**src/cgb_pkg.sv**
```systemverilog
`default_nettype none
package cgb_pkg;
  // register locations
  localparam logic [7:0] LOC_RSVD_A = 8'h04;
  localparam logic [7:0] LOC_REV_VENDOR = 8'h05;
  localparam logic [7:0] LOC_DEV_TYPE = 8'h06;
  localparam logic [7:0] LOC_READ_COUNT = 8'h07;
  localparam logic [7:0] LOC_RSVD_B = 8'h08;
  localparam logic [7:0] LOC_RSVD_C = 8'h09;
  localparam logic [7:0] LOC_DIV_RETAIN = 8'h0a;
  localparam logic [7:0] LOC_DIS_STATE = 8'h0b;
  localparam logic [7:0] LOC_IMP_LOW = 8'h0c;
  localparam logic [7:0] LOC_IMP_HIGH = 8'h0d;
  localparam logic [7:0] LOC_TERM_LOW = 8'h0e;
  localparam logic [7:0] LOC_TERM_HIGH = 8'h0f;
  localparam logic [7:0] LOC_PG_TERM = 8'h10;
  localparam logic [7:0] LOC_RSVD_D = 8'h11;
  localparam logic [7:0] LOC_EN_POL = 8'h12;
  localparam logic [7:0] LOC_PG_POL = 8'h13;
  // field positions
  localparam int DIV_PROG_BIT = 7;
  localparam int KEEP_CFG_BIT = 6;
  // reset values
  localparam logic [4:0] RST_READ_COUNT = 5'h08;
  localparam logic [7:0] RST_DIV_RETAIN = 8'h40;
  localparam logic [1:0] RST_DIS_STATE = 2'h0;
  localparam logic [7:0] RST_IMP = 8'h00;
  localparam logic [7:0] RST_TERM = 8'h55;
  localparam logic [1:0] RST_PG_TERM = 2'h2;
  localparam logic [7:0] RST_EN_POL = 8'h00;
  localparam logic RST_PG_POL = 1'b0;
  // slave address, sampled from the select pin
  localparam logic [6:0] ADDR_SEL0 = 7'h68;
  localparam logic [6:0] ADDR_SEL1 = 7'h6a;
  // protocol states
  typedef enum logic [2:0] {
    CGB_IDLE = 3'b000,
    CGB_ADDR = 3'b001,
    CGB_ACK = 3'b011,
    CGB_RX = 3'b010,
    CGB_TX = 3'b110,
    CGB_MACK = 3'b111,
    CGB_WAIT = 3'b101
  } cgb_state_e;
endpackage
`default_nettype wire

```
**src/cgb_config_bank.sv**
```systemverilog
`default_nettype none
// Summary of operation
// disabled reference drives per two-bit field
// disable-state field, low two bits, location 11
// location 5 revision and vendor, read-only
// location 6 type and identifier, read-only
// location 7 read length, resets eight
// location 10 bit 7 divider programming enable
// location 10 bit 6 keep config in powerdown
// two-bit impedance per output, locations 12,13
// location 14 enable termination, resets pull-down
// location 15 enable termination, upper inputs
// location 16 power-good termination, resets pull-up
// location 18 enable polarity per input
// location 19 bit 0 power-down polarity
// locations 4,8,9,17 unused, read zero
// block write stores consecutive locations, acked
// block read returns count then data
// cleared enable bit forces disabled state
// read-only and reserved writes acked, ignored
module cgb_config_bank #(
  parameter logic [3:0] REVISION = 4'h3, // arbitrary value
  parameter logic [3:0] VENDOR = 4'h5, // arbitrary value
  parameter logic [1:0] DEV_TYPE = 2'h2, // arbitrary value
  parameter logic [5:0] DEV_IDENT = 6'h15, // arbitrary value
  parameter int NUM_OUT = 8
) (
  // clock and reset
  input wire logic sys_clk,
  input wire logic rst_n,
  // serial bus pins
  input wire logic scl_in,
  input wire logic sda_in,
  output logic sda_out,
  output logic sda_oe,
  input wire logic bus_address_select_pin,
  // power and enables
  input wire logic power_good_powerdown_input,
  input wire logic [NUM_OUT-1:0] enable_pins,
  input wire logic [NUM_OUT-1:0] out_enable_bits,
  input wire logic ref_enable,
  // reference output drive
  output logic ref_level,
  output logic ref_drive_en,
  // differential output drive
  output logic [NUM_OUT-1:0] diff_run,
  output logic [NUM_OUT-1:0] diff_true_level,
  output logic [NUM_OUT-1:0] diff_comp_level,
  output logic [NUM_OUT-1:0] diff_drive_en,
  // configuration seen by the analog side
  output logic divider_prog_enable,
  output logic [2*NUM_OUT-1:0] output_impedance_field,
  output logic [2*NUM_OUT-1:0] enable_input_termination,
  output logic [1:0] powergood_termination,
  output logic powered_down
);
  logic scl_rise;
  logic scl_fall;
  logic start_seen;
  logic stop_seen;
  logic sda_now;
  cgb_pkg::cgb_state_e state;
  logic [7:0] shift;
  logic [3:0] bit_cnt;
  logic [1:0] wr_phase; // 0 location, 1 count, 2 data
  logic is_read;
  logic [7:0] loc;
  logic [4:0] tx_left;
  logic [6:0] my_addr;
  logic addr_caught;
  logic [4:0] read_length_field;
  logic [7:0] div_retain;
  logic [1:0] disable_state_field;
  logic [7:0] imp_low;
  logic [7:0] imp_high;
  logic [7:0] term_low;
  logic [7:0] term_high;
  logic [1:0] pg_term;
  logic [7:0] enable_input_polarity;
  logic pg_pol;
  logic ack_drive;
  logic [7:0] wr_byte;
  logic wr_strobe;
  logic clear_cfg;

  // edge and start/stop finder
  cgb_line_cond u_line (
    .sys_clk(sys_clk),
    .rst_n(rst_n),
    .scl_in(scl_in),
    .sda_in(sda_in),
    .scl_rise(scl_rise),
    .scl_fall(scl_fall),
    .start_seen(start_seen),
    .stop_seen(stop_seen),
    .sda_now(sda_now)
  );

  // register read mux
  function automatic logic [7:0] read_loc(input logic [7:0] a, input logic [4:0] rc,
                                         input logic [7:0] dr, input logic [1:0] ds,
                                         input logic [7:0] il, input logic [7:0] ih,
                                         input logic [7:0] tl, input logic [7:0] th,
                                         input logic [1:0] pt, input logic [7:0] ep,
                                         input logic pp);
    case (a)
      cgb_pkg::LOC_REV_VENDOR: read_loc = {REVISION, VENDOR};
      cgb_pkg::LOC_DEV_TYPE: read_loc = {DEV_TYPE, DEV_IDENT};
      cgb_pkg::LOC_READ_COUNT: read_loc = {3'h0, rc};
      cgb_pkg::LOC_DIV_RETAIN: read_loc = {dr[7:6], 6'h00};
      cgb_pkg::LOC_DIS_STATE: read_loc = {6'h00, ds};
      cgb_pkg::LOC_IMP_LOW: read_loc = il;
      cgb_pkg::LOC_IMP_HIGH: read_loc = ih;
      cgb_pkg::LOC_TERM_LOW: read_loc = tl;
      cgb_pkg::LOC_TERM_HIGH: read_loc = th;
      cgb_pkg::LOC_PG_TERM: read_loc = {6'h00, pt};
      cgb_pkg::LOC_EN_POL: read_loc = ep;
      cgb_pkg::LOC_PG_POL: read_loc = {7'h00, pp};
      default: read_loc = 8'h00;
    endcase
  endfunction

  // address caught after reset release from the select pin
  always_ff @(posedge sys_clk or negedge rst_n) begin
    if (!rst_n) begin
      my_addr <= cgb_pkg::ADDR_SEL0;
      addr_caught <= 1'b0;
    end else if (!addr_caught) begin
      my_addr <= bus_address_select_pin ? cgb_pkg::ADDR_SEL1 : cgb_pkg::ADDR_SEL0;
      addr_caught <= 1'b1;
    end
  end

  // protocol engine
  always_ff @(posedge sys_clk or negedge rst_n) begin
    if (!rst_n) begin
      state <= cgb_pkg::CGB_IDLE;
      shift <= 8'h00;
      bit_cnt <= 4'h0;
      wr_phase <= 2'h0;
      is_read <= 1'b0;
      loc <= 8'h00;
      tx_left <= 5'h00;
      ack_drive <= 1'b0;
      wr_byte <= 8'h00;
      wr_strobe <= 1'b0;
    end else begin
      wr_strobe <= 1'b0;
      if (stop_seen) begin
        state <= cgb_pkg::CGB_IDLE;
        ack_drive <= 1'b0;
      end else if (start_seen) begin
        state <= cgb_pkg::CGB_ADDR;
        bit_cnt <= 4'h0;
        ack_drive <= 1'b0;
      end else begin
        case (state)
          cgb_pkg::CGB_ADDR, cgb_pkg::CGB_RX: begin
            if (scl_rise) begin
              shift <= {shift[6:0], sda_now};
              bit_cnt <= bit_cnt + 4'h1;
            end else if (scl_fall && bit_cnt == 4'h8) begin
              bit_cnt <= 4'h0;
              if (state == cgb_pkg::CGB_ADDR) begin
                if (shift[7:1] == my_addr) begin
                  is_read <= shift[0];
                  if (!shift[0]) wr_phase <= 2'h0;
                  ack_drive <= 1'b1;
                  state <= cgb_pkg::CGB_ACK;
                end else begin
                  state <= cgb_pkg::CGB_IDLE;
                end
              end else begin
                ack_drive <= 1'b1;
                state <= cgb_pkg::CGB_ACK;
                case (wr_phase)
                  2'h0: begin
                    loc <= shift;
                    wr_phase <= 2'h1;
                  end
                  2'h1: wr_phase <= 2'h2;
                  default: begin
                    wr_byte <= shift;
                    wr_strobe <= 1'b1;
                  end
                endcase
              end
            end
          end
          cgb_pkg::CGB_ACK: begin
            if (scl_fall) begin
              ack_drive <= 1'b0;
              if (is_read) begin
                tx_left <= read_length_field;
                shift <= {3'h0, read_length_field};
                state <= cgb_pkg::CGB_TX;
              end else begin
                state <= cgb_pkg::CGB_RX;
              end
            end
          end
          cgb_pkg::CGB_TX: begin
            if (scl_fall) begin
              if (bit_cnt == 4'h7) begin
                bit_cnt <= 4'h0;
                state <= cgb_pkg::CGB_MACK;
              end else begin
                shift <= {shift[6:0], 1'b0};
                bit_cnt <= bit_cnt + 4'h1;
              end
            end
          end
          // host acknowledge fetches the next byte, not-acknowledge ends the read
          cgb_pkg::CGB_MACK: begin
            if (scl_rise) state <= sda_now ? cgb_pkg::CGB_IDLE : cgb_pkg::CGB_WAIT;
          end
          // exactly read-length data bytes follow the count byte
          cgb_pkg::CGB_WAIT: begin
            if (scl_fall) begin
              if (tx_left != 5'h00) begin
                state <= cgb_pkg::CGB_TX;
                shift <= read_loc(loc, read_length_field, div_retain, disable_state_field,
                                  imp_low, imp_high, term_low, term_high, pg_term,
                                  enable_input_polarity, pg_pol);
                loc <= loc + 8'h01;
                tx_left <= tx_left - 5'h01;
              end else begin
                state <= cgb_pkg::CGB_IDLE;
              end
            end
          end
          default: state <= cgb_pkg::CGB_IDLE;
        endcase
        // stored byte moves the write pointer on
        if (wr_strobe) loc <= loc + 8'h01;
      end
    end
  end

  // open-drain data line: acknowledge or a zero data bit
  always_comb begin
    sda_out = 1'b0;
    sda_oe = ack_drive | (state == cgb_pkg::CGB_TX && !shift[7]);
  end

  // power-down decode and config clear
  assign powered_down = power_good_powerdown_input ~^ pg_pol;
  assign clear_cfg = powered_down & ~div_retain[cgb_pkg::KEEP_CFG_BIT];

  // writable configuration; read-only and reserved bits stay fixed
  always_ff @(posedge sys_clk or negedge rst_n) begin
    if (!rst_n) begin
      read_length_field <= cgb_pkg::RST_READ_COUNT;
      div_retain <= cgb_pkg::RST_DIV_RETAIN;
      disable_state_field <= cgb_pkg::RST_DIS_STATE;
      imp_low <= cgb_pkg::RST_IMP;
      imp_high <= cgb_pkg::RST_IMP;
      term_low <= cgb_pkg::RST_TERM;
      term_high <= cgb_pkg::RST_TERM;
      pg_term <= cgb_pkg::RST_PG_TERM;
      enable_input_polarity <= cgb_pkg::RST_EN_POL;
      pg_pol <= cgb_pkg::RST_PG_POL;
    end else if (clear_cfg) begin
      read_length_field <= cgb_pkg::RST_READ_COUNT;
      div_retain <= cgb_pkg::RST_DIV_RETAIN & 8'h80 | (div_retain & 8'h40);
      disable_state_field <= cgb_pkg::RST_DIS_STATE;
      imp_low <= cgb_pkg::RST_IMP;
      imp_high <= cgb_pkg::RST_IMP;
      term_low <= cgb_pkg::RST_TERM;
      term_high <= cgb_pkg::RST_TERM;
      pg_term <= cgb_pkg::RST_PG_TERM;
      enable_input_polarity <= cgb_pkg::RST_EN_POL;
    end else if (wr_strobe) begin
      case (loc)
        cgb_pkg::LOC_READ_COUNT: read_length_field <= wr_byte[4:0];
        cgb_pkg::LOC_DIV_RETAIN: div_retain <= {wr_byte[7:6], 6'h00};
        cgb_pkg::LOC_DIS_STATE: disable_state_field <= wr_byte[1:0];
        cgb_pkg::LOC_IMP_LOW: imp_low <= wr_byte;
        cgb_pkg::LOC_IMP_HIGH: imp_high <= wr_byte;
        cgb_pkg::LOC_TERM_LOW: term_low <= wr_byte;
        cgb_pkg::LOC_TERM_HIGH: term_high <= wr_byte;
        cgb_pkg::LOC_PG_TERM: pg_term <= wr_byte[1:0];
        cgb_pkg::LOC_EN_POL: enable_input_polarity <= wr_byte;
        cgb_pkg::LOC_PG_POL: pg_pol <= wr_byte[0];
        default: ;
      endcase
    end
  end

  // configuration outputs
  assign divider_prog_enable = div_retain[cgb_pkg::DIV_PROG_BIT];
  assign output_impedance_field = {imp_high, imp_low};
  assign enable_input_termination = {term_high, term_low};
  assign powergood_termination = pg_term;

  // reference output stop level
  assign ref_level = ref_enable | disable_state_field[0];
  assign ref_drive_en = ref_enable | (disable_state_field != 2'h1);

  // differential outputs
  cgb_out_ctrl #(
    .NUM_OUT(NUM_OUT)
  ) u_out (
    .out_enable_bits(out_enable_bits),
    .enable_pins(enable_pins),
    .enable_input_polarity(enable_input_polarity),
    .disable_state_field(disable_state_field),
    .powered_down(powered_down),
    .diff_run(diff_run),
    .diff_true_level(diff_true_level),
    .diff_comp_level(diff_comp_level),
    .diff_drive_en(diff_drive_en)
  );
endmodule
`default_nettype wire

```
**src/cgb_line_cond.sv**
```systemverilog
`default_nettype none
// edge and start/stop detection on the serial lines
module cgb_line_cond (
  // clock and reset
  input wire logic sys_clk,
  input wire logic rst_n,
  // serial lines
  input wire logic scl_in,
  input wire logic sda_in,
  // events
  output logic scl_rise,
  output logic scl_fall,
  output logic start_seen,
  output logic stop_seen,
  output logic sda_now
);
  logic scl_q;
  logic sda_q;

  // one stage of history for edge finding
  always_ff @(posedge sys_clk or negedge rst_n) begin
    if (!rst_n) begin
      scl_q <= 1'b1;
      sda_q <= 1'b1;
    end else begin
      scl_q <= scl_in;
      sda_q <= sda_in;
    end
  end

  // events while the clock line is high mark start and stop
  assign scl_rise = scl_in & ~scl_q;
  assign scl_fall = ~scl_in & scl_q;
  assign start_seen = scl_in & scl_q & sda_q & ~sda_in;
  assign stop_seen = scl_in & scl_q & ~sda_q & sda_in;
  assign sda_now = sda_in;
endmodule
`default_nettype wire

```
**src/cgb_out_ctrl.sv**
```systemverilog
`default_nettype none
// per-output disabled-state and enable decoding
module cgb_out_ctrl #(
  parameter int NUM_OUT = 8
) (
  // configuration
  input wire logic [NUM_OUT-1:0] out_enable_bits,
  input wire logic [NUM_OUT-1:0] enable_pins,
  input wire logic [NUM_OUT-1:0] enable_input_polarity,
  input wire logic [1:0] disable_state_field,
  input wire logic powered_down,
  // output drive
  output logic [NUM_OUT-1:0] diff_run,
  output logic [NUM_OUT-1:0] diff_true_level,
  output logic [NUM_OUT-1:0] diff_comp_level,
  output logic [NUM_OUT-1:0] diff_drive_en
);
  // polarity-adjusted pin meets the software enable bit
  for (genvar i = 0; i < NUM_OUT; i++) begin : g_out
    logic pin_on;
    assign pin_on = enable_pins[i] ~^ enable_input_polarity[i];
    assign diff_run[i] = ~powered_down & out_enable_bits[i] & pin_on;
    // stopped level chosen by the field
    assign diff_true_level[i] = (disable_state_field == 2'h2);
    assign diff_comp_level[i] = (disable_state_field == 2'h3);
    assign diff_drive_en[i] = diff_run[i] | (disable_state_field != 2'h1);
  end
endmodule
`default_nettype wire

```
**config.mk**
```make
export PLATFORM = sky130hd
export DESIGN_NAME = cgb_config_bank
export DESIGN_NICKNAME = d
export VERILOG_FILES = /design/src/cgb_pkg.sv /design/src/cgb_config_bank.sv /design/src/cgb_line_cond.sv /design/src/cgb_out_ctrl.sv
export SDC_FILE = /design/constraint.sdc
export NUM_CORES = 1
export LEC_CHECK = 0
export ABC_AREA = 1
export ABC_CLOCK_PERIOD_IN_PS = 2100
export BUFFER_PORTS_ARGS = -buffer_cell sky130_fd_sc_hd__buf_2
export CORE_MARGIN = 5
export CORE_UTILIZATION = 57
export DETAILED_ROUTE_END_ITERATION = 8
export GPL_TIMING_DRIVEN = 1
export PLACE_DENSITY_LB_ADDON = 0.25
export REMOVE_ABC_BUFFERS = 1
export SYNTH_ARGS = -nofsm -noshare
export SYNTH_HDL_FRONTEND = slang
export SYNTH_SLANG_ARGS = --single-unit
```
**constraint.sdc**
```tcl
create_clock -name sys_clk -period 2.1 [get_ports sys_clk]
set_input_delay 0.21 -clock sys_clk [delete_from_list [all_inputs] [get_ports sys_clk]]
set_output_delay 0.21 -clock sys_clk [all_outputs]
set_load 0.03 [all_outputs]
```
==> metrics.cfg <==
[synth]
synth_seq_cells = 97
synth_top_cells_by_count = nand2_1 (234), inv_1 (87), dfrtp_1 (84)
ys.flop_type = dfrtp_1
syn_area_sq_um = 5850
synth_area_leader_cell = dfrtp_1
post-synth-top-count-cell = nand2_1
yosysSeqAreaShare_pct = 41.8
synth.top_cell.area_share_pct = 35.9
synth_edf_count = 0
ys.warnings.count = 0
synth_area_per_cell_sq_um = 7.35
async_reset_ff_share_pct = 100
yosysUniqueCellTypes = 41
synthTopCellsByArea = dfrtp_1 (36%), nand2_1 (15%), o21ai_0 (6.2%)
syn-instance-count = 796

[power]
internal_power_uw = 2670
swShare_pct = 33.4
p_leak_uw = 0.00340
comb_power_share_pct = 18.1
p_per_area_nw_per_um2 = 610
power.net_switching_uw = 1340
p_seq_share_pct = 52.9
pwr-share-clk_pct = 28.9
ir_drop_mv = 0.377

[clock_network]
root_buffer = clkbuf_8
clkTransAtPathRegs_ps = 90
clk_latency_ps = 390
h-tree-depth = 3
cts_tree = done
cts.sinks = 97
numCtsBuffers = 9
cts_max_path_buffers = 2
cts_resized = 0

[finish]
fin_util_pct = 64.6
drive_above_1_share_pct = 21.1
n_antenna_cell = 0
final_nets = 916
synthToLayoutAreaGrowth_pct = 12.4
fin_area_sq_um = 6580

[drt]
num_vias = 5601
drc_errors = 0
drt_iter0_drc = 505
antenna_left = 0
routed_wl_um = 16400
first_pass_iters = 5
avgViaCountPerCell = 5.46
routedWlPerCell_um = 16.0

[worst_setup_path]
cp_data_arrival_time_ps = 2220
crit_path_frequent_cell = inv_1
cp_max_fo = 12
worstPathRequired_ps = 2350
criticalPathCategory = flip-flop to flip-flop
setup.worst_path.end_class = flip-flop
cp_slowest_cell = dfstp_2
crit_path_start_kind = flip-flop
cp_cell_sequence = inv_1 -> nor2_1 -> inv_1 -> nor2_1 -> nand2_2 -> nor3_4 -> inv_1 -> nand2_1 -> o21ai_2
critPathMaxStageDelay_ps = 540

[place]
placed_area_sq_um = 6360
gp_congestion = 0.944
dp_hpwl_um = 12600
port_buffers = 93

[die]
ioPinCount = 95
die_x_um = 111
rows = 37
start_util_pct = 57.5
coreArea_sq_um = 10200
die_area_sq_um = 12400
die_h_um = 111

[grt]
globalRouteOverflowTotal = 0
grt_max_degree = 39
first_global_vias = 5306
grt_use_total_pct = 26.7
grt_pass1_wl_um = 26900
antenna_found_initial = 0

[sta]
fin_worst_skew_ps = 25.2
rsz0062_at_grt = false
drv_slew = 0
max_freq_mhz = 508
finalSetupViolations = 0
whs_ps = 96.7
hold_viol = 0
finalCritPeriodShare_pct = 93.8
tightestPinTransition_ps = 547
fin_crit_ps = 1970
slew_headroom_pct = 63.4

[run_status]
status = completed

[min_path]
hp-class = input port to flip-flop

[flow_run]
maxCapViolations = 0

cell families (layout without fill, tap and decap cells):
group | count (synthesis) | count (layout) | share of synthesized area, %
fa+ha+maj | 8 | 8 | 1.71
simple gates | 406 | 406 | 30.6
flops | 97 | 97 | 41.8
buf+inv | 128 | 222 | 10.3
xor+xnor | 6 | 6 | 1.03
other cells | 2 | 2 | 0.128
compound gates | 149 | 149 | 14.5
state kept, by name (all words and copies together) (netlist names), 2 cells and up:
| name | flops |
|---|---|
| enable_input_polarity | 8 |
| imp_high | 8 |
| imp_low | 8 |
| loc | 8 |
| shift | 8 |
| term_high | 8 |
| term_low | 8 |
| wr_byte | 8 |
| read_length_field | 5 |
| tx_left | 5 |
| bit_cnt | 4 |
| state | 3 |
| disable_state_field | 2 |
| div_retain | 2 |
| powergood_termination | 2 |
| wr_phase | 2 |
worst paths after layout:
path | to | depth (start not counted) | slack (ps) | start
min | my_addr[1] | 3 | 100 | bus_address_select_pin
max in group asynchronous | u_line.scl_q | 3 | 1020 | rst_n
min in group asynchronous | powergood_termination[0] | 2 | 340 | rst_n
max reg2reg | wr_byte[5] | 9 | 130 | u_line.scl_q
min reg2reg | my_addr[1] | 1 | 470 | addr_caught
max | wr_byte[5] | 9 | 130 | u_line.scl_q
cell type report:
type,instances,area [sq um]
inverters,96,360
clock buffers,11,141
multi-input cells,571,2810
well taps,136,170
flip-flops and latches,97,2440
clock inverters,5,38.8
repair buffers,110,616
fillers,947,3610
worst max-delay path, delay by kind of cell, from the launching register on:
kind / cells / cell delay, ps
AO/OA/AOI/OAI: 1 / 70
flip-flops: 1 / 540
buffers and inverters: 3 / 460
AND/OR/NAND/NOR: 5 / 790
per-layer routing:
layer / vias to the layer above / wire length [um] / global-route usage, %
li1: 2711 / - / -
met1: 2627 / 7030 / 36.6
met2: 235 / 7610 / 43.1
met3: 28 / 1390 / 5.08
met4: 0 / 372 / 8.52
met5: - / 0 / 0
power groups by stage:
stage	registers [uW]	logic, uW	clock network, uW
CTS	2120	726	1180
detailed placement	2150	719	0
global route	2140	813	1260
floorplan	2150	456	0
global placement	2150	702	0
finish	2120	728	1160
stage by stage:
stage | setup slack [ps] | TNS, ps | std cells | total power [uW]
floorplan | -1500 | -13560 | 764 | 2600
global placement | 226 | 0 | 1006 | 2850
detailed placement | 198 | 0 | 1006 | 2870
CTS | 122 | 0 | 1025 | 4030
global route | 3.74 | 0 | 1026 | 4210
finish | 131 | 0 | 1026 | 4010
what timing repair did:
action,in CTS,in global routing
hold buffers,3,0
buffers inserted,0,1
hold endpoints to repair,34,0
setup endpoints to repair,0,2
placed cells by master, fill, tap and decap left out, drive strengths merged, types with 2 or more instances in the layout:
master	Yosys	layout
nand2	244	244
buf	30	107
inv	96	98
o21ai	98	98
dfrtp	84	84
nor2	81	81
nand3	54	54
a21oi	32	32
nor3	17	17
dfstp	13	13
clkbuf	2	11
o31ai	10	10
ha	8	8
o22ai	5	5
nand4	5	5
xor2	3	3
dlygate4sd3	0	3
xnor2	3	3
o21bai	2	2
or2	2	2
conb	2	2
clkinv	0	2
Power figures use the tool's default switching activity.
